[src/inc/monitor_consts.svh]
// Constants of the dual sensor plausibility monitor
`ifndef MONITOR_CONSTS_SVH
`define MONITOR_CONSTS_SVH

// Time base: evaluation tick in ms, clock in kHz
`define TICK_MS 4
`define CLK_KHZ 100000
`define TICK_CYC (`TICK_MS * `CLK_KHZ)

// Reset time limits, ms as printed, converted to ticks in the logic
`define RST_MIN_MS 1000
`define RST_MAX_MS 65532
`define RST_MULT 17'h00005

// Sensor current window in uA: 3.5 mA and 20.5 mA
`define SENS_MIN_UA 16'h0DAC
`define SENS_MAX_UA 16'h5014

// Gradient fixed point fraction bits
`define GRAD_FRAC 8

// Register byte offsets
`define A_CTRL 8'h00
`define A_DELAY 8'h04
`define A_DISC 8'h08
`define A_PERM 8'h0C
`define A_INC 8'h10
`define A_GRAD0 8'h14
`define A_OFS0 8'h18
`define A_CH_STRIDE 8'h08
`define A_FMIN 8'h24
`define A_FMAX 8'h28
`define A_ACT 8'h2C
`define A_STATUS 8'h30
`define A_VALUE 8'h34
`define A_RMIN0 8'h40
`define A_RMAX0 8'h44
`define A_R_STRIDE 8'h08

// Control register fields
`define CTRL_VAR 0
`define CTRL_CONS_LO 1
`define CTRL_CONS_HI 3
`define CTRL_INC 4

// Status register fields
`define ST_ERR 0
`define ST_EN 1
`define ST_SENS 2
`define ST_RNG_LO 4
`define ST_RNG_HI 7

// Signal range number reported while the value is valid
`define SIG_RANGE_VALID 4'h1

`endif

[src/inc/monitor_pkg.sv]
// Types of the dual sensor plausibility monitor
package monitor_pkg;
  typedef logic signed [15:0] value_t;
  typedef enum logic [2:0] {
    CONS_FIRST, CONS_SECOND, CONS_MAX, CONS_MIN, CONS_AVG
  } cons_mode_e;
  typedef enum {ST_NORMAL, ST_ERROR} mon_state_e;
endpackage

[src/hdl/plausibility_monitor.sv]
// Dual sensor plausibility monitor with Wishbone registers
`timescale 1ns/1ns
`default_nettype none
`include "monitor_consts.svh"
module plausibility_monitor #(
  parameter int TICK_CYCLES = `TICK_CYC
) (
  input wire logic clk_i,
  input wire logic rst_i,
  input wire logic wb_cyc_i,
  input wire logic wb_stb_i,
  input wire logic wb_we_i,
  input wire logic [7:0] wb_adr_i,
  input wire logic [3:0] wb_sel_i,
  input wire logic [31:0] wb_dat_i,
  output logic [31:0] wb_dat_o,
  output logic wb_ack_o,
  input wire logic [15:0] first_sensor_input_i,
  input wire logic [15:0] second_sensor_input_i,
  input wire logic [3:0] range_sel_i,
  output logic enable_o,
  output logic sensor_status_o,
  output logic [3:0] signal_range_o
);
  function automatic logic [15:0] wmerge(input logic [15:0] old,
    input logic [31:0] dat, input logic [3:0] sel);
    logic [15:0] r;
    r = old;
    if (sel[0]) r[7:0] = dat[7:0];
    if (sel[1]) r[15:8] = dat[15:8];
    return r;
  endfunction

  logic tick;
  logic ack_q, ack_d, wr;
  logic [31:0] dat_q, dat_d;
  logic var_q, var_d, inc_en_q, inc_en_d;
  logic [2:0] cons_q, cons_d;
  logic [5:0] delay_q, delay_d;
  logic [13:0] disc_q, disc_d;
  logic [15:0] perm_q, perm_d, inc_q, inc_d, fmin_q, fmin_d, fmax_q, fmax_d;
  logic [15:1] act_q, act_d;
  logic [15:0] grad_q [2];
  logic [15:0] ofs_q [2];
  logic [15:0] rmin_q [1:15];
  logic [15:0] rmax_q [1:15];
  logic [15:0] cur [2];
  logic bad [2];
  monitor_pkg::value_t norm [2];
  monitor_pkg::value_t v1, v2, pv, cur_min, cur_max;
  logic signed [16:0] dsig;
  logic [16:0] adiff, five;
  logic over_perm, below_perm, over_inc, inc_on, sens_ok, rng_ok, near_ok;
  logic [13:0] rst_ticks, dcnt_q, dcnt_d, rcnt_q, rcnt_d;
  logic [3:0] ridx;
  monitor_pkg::mon_state_e state_q, state_d;
  logic en_q, en_d, sst_q, sst_d;
  logic [3:0] sig_q, sig_d;

  tick_divider #(.TICK_CYCLES(TICK_CYCLES)) u_tick (
    .clk_i(clk_i),
    .rst_i(rst_i),
    .tick_o(tick)
  );

  // Bus: ack one cycle after the request, write lands on the ack edge
  assign wr = wb_cyc_i && wb_stb_i && wb_we_i && ack_q;
  assign wb_ack_o = ack_q;
  assign wb_dat_o = dat_q;

  always_comb begin
    ack_d = wb_cyc_i && wb_stb_i && !ack_q;
    dat_d = dat_q;
    if (ack_d) begin
      dat_d = 32'h00000000;
      case (wb_adr_i)
        `A_CTRL: begin
          dat_d[`CTRL_VAR] = var_q;
          dat_d[`CTRL_CONS_HI:`CTRL_CONS_LO] = cons_q;
          dat_d[`CTRL_INC] = inc_en_q;
        end
        `A_DELAY: dat_d[5:0] = delay_q;
        `A_DISC: dat_d[13:0] = disc_q;
        `A_PERM: dat_d[15:0] = perm_q;
        `A_INC: dat_d[15:0] = inc_q;
        `A_FMIN: dat_d[15:0] = fmin_q;
        `A_FMAX: dat_d[15:0] = fmax_q;
        `A_ACT: dat_d[15:1] = act_q;
        `A_STATUS: begin
          dat_d[`ST_ERR] = (state_q == monitor_pkg::ST_ERROR);
          dat_d[`ST_EN] = en_q;
          dat_d[`ST_SENS] = sst_q;
          dat_d[`ST_RNG_HI:`ST_RNG_LO] = sig_q;
        end
        `A_VALUE: dat_d[15:0] = pv;
        default: begin
          for (int c = 0; c < 2; c++) begin
            if (wb_adr_i == 8'(`A_GRAD0 + c * `A_CH_STRIDE))
              dat_d[15:0] = grad_q[c];
            if (wb_adr_i == 8'(`A_OFS0 + c * `A_CH_STRIDE))
              dat_d[15:0] = ofs_q[c];
          end
          for (int i = 1; i < 16; i++) begin
            if (wb_adr_i == 8'(`A_RMIN0 + i * `A_R_STRIDE))
              dat_d[15:0] = rmin_q[i];
            if (wb_adr_i == 8'(`A_RMAX0 + i * `A_R_STRIDE))
              dat_d[15:0] = rmax_q[i];
          end
        end
      endcase
    end
  end

  always_comb begin
    var_d = var_q;
    cons_d = cons_q;
    inc_en_d = inc_en_q;
    delay_d = delay_q;
    disc_d = disc_q;
    perm_d = perm_q;
    inc_d = inc_q;
    fmin_d = fmin_q;
    fmax_d = fmax_q;
    act_d = act_q;
    if (wr && wb_sel_i[0]) begin
      case (wb_adr_i)
        `A_CTRL: begin
          var_d = wb_dat_i[`CTRL_VAR];
          cons_d = wb_dat_i[`CTRL_CONS_HI:`CTRL_CONS_LO];
          inc_en_d = wb_dat_i[`CTRL_INC];
        end
        `A_DELAY: delay_d = wb_dat_i[5:0];
        default: ;
      endcase
    end
    if (wr) begin
      case (wb_adr_i)
        `A_DISC: disc_d = 14'(wmerge(16'(disc_q), wb_dat_i, wb_sel_i));
        `A_PERM: perm_d = wmerge(perm_q, wb_dat_i, wb_sel_i);
        `A_INC: inc_d = wmerge(inc_q, wb_dat_i, wb_sel_i);
        `A_FMIN: fmin_d = wmerge(fmin_q, wb_dat_i, wb_sel_i);
        `A_FMAX: fmax_d = wmerge(fmax_q, wb_dat_i, wb_sel_i);
        `A_ACT: act_d = 15'(wmerge({act_q, 1'b0}, wb_dat_i, wb_sel_i) >> 1);
        default: ;
      endcase
    end
  end

  always_ff @(posedge clk_i) begin
    if (rst_i) begin
      ack_q <= 1'b0;
      dat_q <= 32'h00000000;
      var_q <= 1'b0;
      cons_q <= 3'h0;
      inc_en_q <= 1'b0;
      delay_q <= 6'h00;
      disc_q <= 14'h0000;
      perm_q <= 16'h0000;
      inc_q <= 16'h0000;
      fmin_q <= 16'h0000;
      fmax_q <= 16'h0000;
      act_q <= 15'h0000;
    end else begin
      ack_q <= ack_d;
      dat_q <= dat_d;
      var_q <= var_d;
      cons_q <= cons_d;
      inc_en_q <= inc_en_d;
      delay_q <= delay_d;
      disc_q <= disc_d;
      perm_q <= perm_d;
      inc_q <= inc_d;
      fmin_q <= fmin_d;
      fmax_q <= fmax_d;
      act_q <= act_d;
    end
  end

  assign cur[0] = first_sensor_input_i;
  assign cur[1] = second_sensor_input_i;

  // Per channel: coefficients, standardization and current window
  for (genvar c = 0; c < 2; c++) begin : g_ch
    logic [15:0] g_d, o_d;
    logic signed [32:0] prod;
    always_comb begin
      g_d = grad_q[c];
      o_d = ofs_q[c];
      if (wr && wb_adr_i == 8'(`A_GRAD0 + c * `A_CH_STRIDE))
        g_d = wmerge(grad_q[c], wb_dat_i, wb_sel_i);
      if (wr && wb_adr_i == 8'(`A_OFS0 + c * `A_CH_STRIDE))
        o_d = wmerge(ofs_q[c], wb_dat_i, wb_sel_i);
      // Both operands at full width so the product is never cut short
      prod = $signed({{17{grad_q[c][15]}}, grad_q[c]}) *
        $signed({17'h00000, cur[c]});
      norm[c] = 16'(prod >>> `GRAD_FRAC) + ofs_q[c];
      bad[c] = cur[c] < `SENS_MIN_UA || cur[c] > `SENS_MAX_UA;
    end
    always_ff @(posedge clk_i) begin
      if (rst_i) begin
        grad_q[c] <= 16'h0000;
        ofs_q[c] <= 16'h0000;
      end else begin
        grad_q[c] <= g_d;
        ofs_q[c] <= o_d;
      end
    end
  end

  // Selectable process range table
  for (genvar i = 1; i < 16; i++) begin : g_rng
    logic [15:0] mn_d, mx_d;
    always_comb begin
      mn_d = rmin_q[i];
      mx_d = rmax_q[i];
      if (wr && wb_adr_i == 8'(`A_RMIN0 + i * `A_R_STRIDE))
        mn_d = wmerge(rmin_q[i], wb_dat_i, wb_sel_i);
      if (wr && wb_adr_i == 8'(`A_RMAX0 + i * `A_R_STRIDE))
        mx_d = wmerge(rmax_q[i], wb_dat_i, wb_sel_i);
    end
    always_ff @(posedge clk_i) begin
      if (rst_i) begin
        rmin_q[i] <= 16'h0000;
        rmax_q[i] <= 16'h0000;
      end else begin
        rmin_q[i] <= mn_d;
        rmax_q[i] <= mx_d;
      end
    end
  end

  delay_line u_dly (
    .clk_i(clk_i),
    .rst_i(rst_i),
    .tick_i(tick),
    .delay_i(delay_q),
    .data_i(norm[0]),
    .data_o(v1)
  );
  assign v2 = norm[1];

  always_comb begin
    dsig = {v1[15], v1} - {v2[15], v2};
    adiff = dsig[16] ? 17'(-dsig) : 17'(dsig);
    over_perm = adiff > {1'b0, perm_q};
    below_perm = adiff < {1'b0, perm_q};
    inc_on = inc_en_q && disc_q != 14'h0000;
    over_inc = inc_on && adiff > {1'b0, inc_q};
    sens_ok = !bad[0] && !bad[1];
    five = 17'(disc_q) * `RST_MULT;
    if (disc_q == 14'h0000) begin
      rst_ticks = 14'(`RST_MAX_MS / `TICK_MS);
    end else if (five < 17'(`RST_MIN_MS / `TICK_MS)) begin
      rst_ticks = 14'(`RST_MIN_MS / `TICK_MS);
    end else if (five > 17'(`RST_MAX_MS / `TICK_MS)) begin
      rst_ticks = 14'(`RST_MAX_MS / `TICK_MS);
    end else begin
      rst_ticks = 14'(five);
    end
    case (monitor_pkg::cons_mode_e'(cons_q))
      monitor_pkg::CONS_FIRST: pv = v1;
      monitor_pkg::CONS_SECOND: pv = v2;
      monitor_pkg::CONS_MAX: pv = (v1 > v2) ? v1 : v2;
      monitor_pkg::CONS_MIN: pv = (v1 < v2) ? v1 : v2;
      monitor_pkg::CONS_AVG: pv = 16'(({v1[15], v1} + {v2[15], v2}) >>> 1);
      default: pv = v1;
    endcase
    // Fixed mode never looks at the selection code
    ridx = (range_sel_i == 4'h0) ? 4'h1 : range_sel_i;
    if (!var_q) begin
      cur_min = fmin_q;
      cur_max = fmax_q;
      rng_ok = 1'b1;
    end else begin
      cur_min = rmin_q[ridx];
      cur_max = rmax_q[ridx];
      rng_ok = range_sel_i != 4'h0 && act_q[ridx];
    end
    // An overrun of the increased difference must also hold off recovery
    near_ok = sens_ok && rng_ok && below_perm && !over_inc &&
      v1 >= cur_min && v1 <= cur_max &&
      v2 >= cur_min && v2 <= cur_max;
  end

  always_comb begin
    state_d = state_q;
    dcnt_d = dcnt_q;
    rcnt_d = rcnt_q;
    case (state_q)
      monitor_pkg::ST_NORMAL: begin
        if (tick) begin
          if (!sens_ok || over_inc ||
              (over_perm && (!inc_on || dcnt_q >= disc_q))) begin
            state_d = monitor_pkg::ST_ERROR;
            dcnt_d = 14'h0000;
          end else begin
            dcnt_d = over_perm ? dcnt_q + 14'h0001 : 14'h0000;
          end
        end
      end
      monitor_pkg::ST_ERROR: begin
        if (tick) begin
          if (!near_ok) begin
            rcnt_d = 14'h0000;
          end else if (rcnt_q + 14'h0001 >= rst_ticks) begin
            state_d = monitor_pkg::ST_NORMAL;
            rcnt_d = 14'h0000;
          end else begin
            rcnt_d = rcnt_q + 14'h0001;
          end
        end
      end
      default: state_d = monitor_pkg::ST_ERROR;
    endcase
    sst_d = state_q == monitor_pkg::ST_NORMAL && sens_ok;
    en_d = sst_d && rng_ok && pv >= cur_min && pv <= cur_max;
    sig_d = sst_d ? `SIG_RANGE_VALID : 4'h0;
  end

  // Start in error so outputs stay low until a full reset time
  always_ff @(posedge clk_i) begin
    if (rst_i) begin
      state_q <= monitor_pkg::ST_ERROR;
      dcnt_q <= 14'h0000;
      rcnt_q <= 14'h0000;
      en_q <= 1'b0;
      sst_q <= 1'b0;
      sig_q <= 4'h0;
    end else begin
      state_q <= state_d;
      dcnt_q <= dcnt_d;
      rcnt_q <= rcnt_d;
      en_q <= en_d;
      sst_q <= sst_d;
      sig_q <= sig_d;
    end
  end

  assign enable_o = en_q;
  assign sensor_status_o = sst_q;
  assign signal_range_o = sig_q;
endmodule
`default_nettype wire

[src/hdl/tick_divider.sv]
// Divider giving the periodic evaluation tick
`timescale 1ns/1ns
`default_nettype none
module tick_divider #(
  parameter int TICK_CYCLES = 400000
) (
  input wire logic clk_i,
  input wire logic rst_i,
  output logic tick_o
);
  logic [19:0] cnt_q, cnt_d;

  always_comb begin
    if (cnt_q == 20'(TICK_CYCLES - 1)) begin
      cnt_d = 20'h00000;
    end else begin
      cnt_d = cnt_q + 20'h00001;
    end
  end

  always_ff @(posedge clk_i) begin
    if (rst_i) begin
      cnt_q <= 20'h00000;
    end else begin
      cnt_q <= cnt_d;
    end
  end

  assign tick_o = (cnt_q == 20'(TICK_CYCLES - 1));
endmodule
`default_nettype wire

[src/hdl/delay_line.sv]
// Tick-stepped delay line for the first sensor value
`timescale 1ns/1ns
`default_nettype none
module delay_line (
  input wire logic clk_i,
  input wire logic rst_i,
  input wire logic tick_i,
  input wire logic [5:0] delay_i,
  input wire logic [15:0] data_i,
  output logic [15:0] data_o
);
  logic [5:0] wp_q, wp_d;
  logic [15:0] mem_q [64];

  always_comb begin
    wp_d = tick_i ? wp_q + 6'h01 : wp_q;
  end

  always_ff @(posedge clk_i) begin
    if (rst_i) begin
      wp_q <= 6'h00;
    end else begin
      wp_q <= wp_d;
    end
  end

  for (genvar e = 0; e < 64; e++) begin : g_ent
    logic [15:0] ent_d;
    always_comb begin
      ent_d = (tick_i && wp_q == 6'(e)) ? data_i : mem_q[e];
    end
    always_ff @(posedge clk_i) begin
      if (rst_i) begin
        mem_q[e] <= 16'h0000;
      end else begin
        mem_q[e] <= ent_d;
      end
    end
  end

  // Zero delay bypasses the ring so no tick of latency is added
  assign data_o = (delay_i == 6'h00) ? data_i : mem_q[wp_q - delay_i];
endmodule
`default_nettype wire

[config.mk]
export PLATFORM = sky130hd
export DESIGN_NAME = plausibility_monitor
export DESIGN_NICKNAME = d
export VERILOG_FILES = /design/src/inc/monitor_pkg.sv /design/src/hdl/plausibility_monitor.sv /design/src/hdl/tick_divider.sv /design/src/hdl/delay_line.sv
export VERILOG_INCLUDE_DIRS = /design/src /design/src/inc
export SDC_FILE = /design/constraint.sdc
export NUM_CORES = 2
export LEC_CHECK = 0
export BUFFER_PORTS_ARGS = -buffer_cell sky130_fd_sc_hd__buf_2
export CORE_AREA = 2 2 390 392
export DETAILED_ROUTE_END_ITERATION = 7
export DIE_AREA = 0 0 392 394
export GPL_TIMING_DRIVEN = 0
export PLACE_DENSITY = 0.83
export SLEW_MARGIN = 20
export SYNTH_ARGS = -nofsm -noshare
export SYNTH_HDL_FRONTEND = slang
export SYNTH_SLANG_ARGS = --single-unit
[constraint.sdc]
create_clock -name clk_i -period 54.5 [get_ports clk_i]
set_input_delay 16.35 -clock clk_i [delete_from_list [all_inputs] [get_ports clk_i]]
set_output_delay 16.35 -clock clk_i [all_outputs]
set_load 0.01 [all_outputs]
==> results by group, run 1 <==
Yosys
  • Synth Register Bits: ~1700
  • Largest area contributor in the netlist: edfxtp_1
  • Ys async rst share: 0
  • Ys Warns: 0
  • Primary FF master, synth: edfxtp_1
  • Synth area leaders: edfxtp_1, dfxtp_1, mux4_2, nand2_1, fa_1
  • Post-synth EDFFs: approximately 1000
  • Syn Area/Cell: 9.75 sq um
  • Gate Count Post-Synth: 10559
  • Seq/Total Area, Yosys: 0.439
  • Yosys top cell area share: 0.299
  • Distinct cells, synth: between 90 and 100
  • Mapped Area: 103000 sq um

Placed design
  • Final Wtd Congestion: 1.22
  • Hpwl dp: 358000 microns
  • IO Port Bufs: 53
  • Dpl ws: 21.84 ns

Die
  • Die width: 392 microns
  • Rows: 143
  • # IOs: 124
  • Die Ht: about 390 microns
  • Starting Density: 0.683

Clock tree
  • Clk buf depth: 3
  • Root buf cell: clkbuf_16
  • Clock Sinks: 1746
  • Cts repair resizes: 0
  • CTS Buf Count: 173
  • Hold-fix buffers, CTS: 0
  • Post-CTS setup repair buffer count: 0
  • H-tree levels: 4

Outcome
  • Outcome: did not finish
  • First Err: [ERROR GRT-0116] Global routing finished with congestion. Check the congestion regions in the DRC Viewer.
  • Fail Step: global routing

GRT
  • GR Overflow Total: 21
  • Vias in the first global route: 106569
  • First-pass GRT wire length: 839000 microns
  • Total GRT Usage: 0.773
  • Pin count of the biggest net entering global routing: 17
[synth_stat cells (14+ instances only)]
| cell type | number |
|---|---|
| clkbuf_1 | 597 |
| o22ai_1 | 53 |
| a211oi_1 | 62 |
| dfxtp_1 | 722 |
| a21oi_1 | 950 |
| nand2_1 | 1973 |
| mux2i_1 | 118 |
| nor4_1 | 28 |
| nand4_1 | 71 |
| buf_1 | 60 |
| a2111oi_0 | 22 |
| edfxtp_1 | 1024 |
| a221oi_1 | 42 |
| nor2_1 | 1456 |
| and3_1 | 36 |
| and2_1 | 206 |
| nand2b_1 | 47 |
| o2111ai_1 | 14 |
| mux4_2 | 386 |
| nor2b_1 | 40 |
| nor3_1 | 88 |
| fa_1 | 342 |
| ha_1 | 410 |
| inv_1 | 560 |
| a31oi_1 | 38 |
| xor2_1 | 58 |
| xnor2_1 | 114 |
| buf_4 | 25 |
| a21o_1 | 63 |
| a311oi_1 | 32 |
| o221ai_1 | 52 |
| o21ai_0 | 168 |
| o21bai_1 | 79 |
| a22oi_1 | 88 |
| o21a_1 | 49 |
| buf_2 | 44 |
| a22o_1 | 28 |
| nand3_1 | 164 |
| o211ai_1 | 32 |
| a222oi_1 | 28 |
[logic make-up after synthesis]
logic type | Yosys count | share of synthesized area
AO/OA/AOI/OAI | 1914 | 0.116
XOR/XNOR | 174 | 0.0150
adder cells (fa/ha/maj) | 752 | 0.116
buffers and inverters | 1295 | 0.0490
flip-flops | 1746 | 0.439
multiplexers | 512 | 0.0968
other | 1 | 0.0000364
AND/OR/NAND/NOR | 4165 | 0.167
[routing by layer]
metal / GRT overflow / global-route usage
met1: 2 / 0.799
met2: 10 / 0.899
met3: 1 / 0.662
met4: 8 / 0.699
met5: 0 / 0.409
[stage by stage]
step / util / area [sq um] / instances
after detailed placement: 0.712 / 107000 / 12707
after CTS: 0.751 / 113000 / 13027
after floorplan: - / 103000 / 10577
after global placement: 0.702 / 106000 / 12660
==> inputs of run 2 (changes only) <==
--- a/config.mk
+++ b/config.mk
@@ -7,11 +7,11 @@
 export NUM_CORES = 2
 export LEC_CHECK = 0
 export BUFFER_PORTS_ARGS = -buffer_cell sky130_fd_sc_hd__buf_2
-export CORE_AREA = 2 2 390 392
+export CORE_AREA = 2 2 511 513
 export DETAILED_ROUTE_END_ITERATION = 7
-export DIE_AREA = 0 0 392 394
+export DIE_AREA = 0 0 513 515
 export GPL_TIMING_DRIVEN = 0
-export PLACE_DENSITY = 0.83
+export PLACE_DENSITY_LB_ADDON = 0.15
 export SLEW_MARGIN = 20
 export SYNTH_ARGS = -nofsm -noshare
 export SYNTH_HDL_FRONTEND = slang
==> run 2 against run 1 <==
  * The run now ends clean
  * Synthesized cell count stayed put
  * Synthesized area stayed put
==> results by group, run 2 <==
Yosys
  • Yosys top cell area share: 0.299
  • Commonest cells in the netlist: nand2_1, nor2_1, edfxtp_1
  • Largest area contributor in the netlist: edfxtp_1
  • Synth Register Bits: between 1500 and 2000
  • Synth area leaders: edfxtp_1, dfxtp_1, mux4_2, nand2_1, fa_1
  • Mapped Area: a little over 100000 sq um
  • Ys async rst share: 0
  • Syn Area/Cell: 9.75 sq um
  • Distinct cells, synth: 96
  • Primary FF master, synth: edfxtp_1
  • Most frequent cell after synthesis: nand2_1
  • Gate Count Post-Synth: 10559
  • Seq/Total Area, Yosys: 0.439
  • Ys Warns: 0
  • Post-synth EDFFs: 1024

Cells and area
  • Layout area overhead: 13.1%
  • Reg with most FFs: u_dly.mem_q
  • Most common cell after layout, fill and taps aside: nand2_1
  • Final design utilization: 0.450
  • Commonest non-fill, non-tap cells in the layout: nand2_1, nor2_1, edfxtp_1
  • Regs by FF count: u_dly.mem_q x1024, rmax_q x240, rmin_q x240
  • Layout cells sized above 1: 0.0992
  • Nets@finish: 11750
  • Max reg flops: 1024

Setup path
  • Crit. End Element: register
  • R2R cell count: 56
  • Worst Path Arrival: 32.77 ns
  • Setup CP Type: in -> reg
  • Reg2Reg Capture Point: rcnt_q[5]
  • Worst r2r src: grad_q[0][1]
  • R2R Setup Slk: ~38 ns
  • Max stage delay on crit path: 0.74 ns
  • Worst-path fanout max: 10
  • Worst path required time: 55.29 ns
  • Worst setup SP type: input port
  • Slowest-stage cell, CP: nor4_1

Outcome
  • Outcome: complete, no violations

Die
  • # IOs: 124
  • Rows: 187
  • Die Ht: 515 microns
  • Core outline area: 259000 sq um
  • Starting Density: 0.398
  • Die area: 264000 sq um
  • Die width: roughly 510 microns

Clock tree
  • Clock Sinks: 1746
  • Clk Latency, worst-skew pair: 0.94 ns
  • CTS Buf Count: 205
  • CTS clk-pin slew, worst paths: approximately 0.060 ns
  • CTS tree: built
  • Root buf cell: clkbuf_16
  • Post-CTS setup repair buffer count: 0
  • Clk buf depth: 4
  • H-tree levels: 4
  • Cts repair resizes: 0
  • Hold-fix buffers, CTS: 0

STA
  • Slew @ Worst Pin: 1.34 ns
  • Final max-slew violation count: 0
  • Tmin final: 31.97 ns
  • Fin crit share: 0.587
  • Hold Slack: 0.455 ns
  • Final setup skew: ~0.12 ns
  • Final setup violating endpoints: 0
  • Setup tns final: 0 ns
  • Unrepaired setup endpoints after global routing: false
  • Fin. Hold Viols: 0
  • Highest Clock Rate: 31.3 MHz
  • Max_slew headroom: 0.0958

GRT
  • Initial antenna violation count: 25
  • Pin count of the biggest net entering global routing: 17
  • Total GRT Usage: 0.376
  • First-pass GRT wire length: 694000 microns
  • GR Overflow Total: 0
  • Vias in the first global route: 87157

Placed design
  • Final Wtd Congestion: 1.10
  • IO Port Bufs: 53
  • Hpwl dp: slightly below 400000 microns

Worst hold path
  • Hold_sp: inc_q[13]
  • Worst hold path class: reg -> reg
  • Hold EP: inc_q[13]
  • Hold Crit Depth: 2

Routing
  • DRC: 0
  • Routed vias/inst: a little over 6
  • Routed via count: about 90000
  • DRT Pass-1 Iters: 7
  • Routed len/inst: 35.0 microns
  • Post-Route WL: 508000 microns
  • Routed Antenna Nets: 0
  • 1st-iter DRT viols: around 12000

Power
  • Leak: between 0.04 and 0.05 uW
  • Cell area power density: 25.6 nW/um^2
  • Max VDD drop: 0.0290 mV

Flow run
  • Max-Cap Viols: 0
-- run 2: cell counts after synthesis --
No cell type changed its count.
-- run 2: how the worst max path moves through the flow --
stage,start,endpoint,slack (ns),cells after the start
after floorplan,first_sensor_input_i[6],rcnt_q[5],26.15,54
after global placement,first_sensor_input_i[6],rcnt_q[2],19.76,49
after detailed placement,first_sensor_input_i[6],rcnt_q[5],21.48,56
after CTS,first_sensor_input_i[6],rcnt_q[5],22.34,56
after global routing,first_sensor_input_i[6],rcnt_q[5],21.69,56
final,first_sensor_input_i[6],rcnt_q[5],22.53,56
-- run 2: final cells by class --
class | instances | area (sq um)
diodes | 19 | 47.5
clock inverters | 101 | 882
plain buffers | 731 | 3040
fillers | 24983 | 142000
flip-flops and latches | 1746 | 45200
clock buffers | 261 | 5500
multi-input cells | 7536 | 53500
inverters | 564 | 2120
repair buffers | 129 | 1850
well taps | 3402 | 4260
-- run 2: stage by stage --
stage | area, sq um | worst slack [ns] | std cells | total power, uW
3_5_place_dp | 110000 | 21.48 | 14105 | 1630
3_3_place_gp | 108000 | 19.76 | 14032 | 1610
2_1_floorplan | 103000 | 26.15 | 10577 | 1520
6_report | 116000 | 22.53 | 14489 | 2980
4_1_cts | 116000 | 22.34 | 14467 | 2970
5_1_grt | 116000 | 21.69 | 14471 | 3020
-- run 2: routing by layer --
metal	GRT usage	part of all wire
met2	0.589	0.45
met1	0.452	0.36
met5	0	0.00068
met3	0.0863	0.098
met4	0.282	0.090
-- run 2: worst max-delay path: cells and delay by family --
kind | cells | cell delay [ns]
AND/OR/NAND/NOR | 9 | 2.05
adder cells (fa/ha/maj) | 10 | 3.98
XOR/XNOR | 3 | 0.63
AO/OA/AOI/OAI | 24 | 7.05
buffers and inverters | 10 | 2.66
-- run 2: where the power goes --
part	leakage (uW)	total, uW	internal [uW]	switching (uW)
registers	0.0163	1430	1420	8.92
clock network	0.00313	1370	772	595
logic	0.0219	182	46.6	135
total	0.0413	2980	2240	739
-- run 2: kinds of logic after synthesis --
group                      after synthesis  synth area share
adders and majority gates              752             0.116
buffers and inverters                 1295            0.0490
AOI/OAI and AO/OA                     1914             0.116
DFF                                   1746             0.439
muxes                                  512            0.0968
and+or+nand+nor                       4165             0.167
xor gates and xnor gates               174            0.0150
other                                    1         0.0000364
Power figures use the tool's default switching activity.
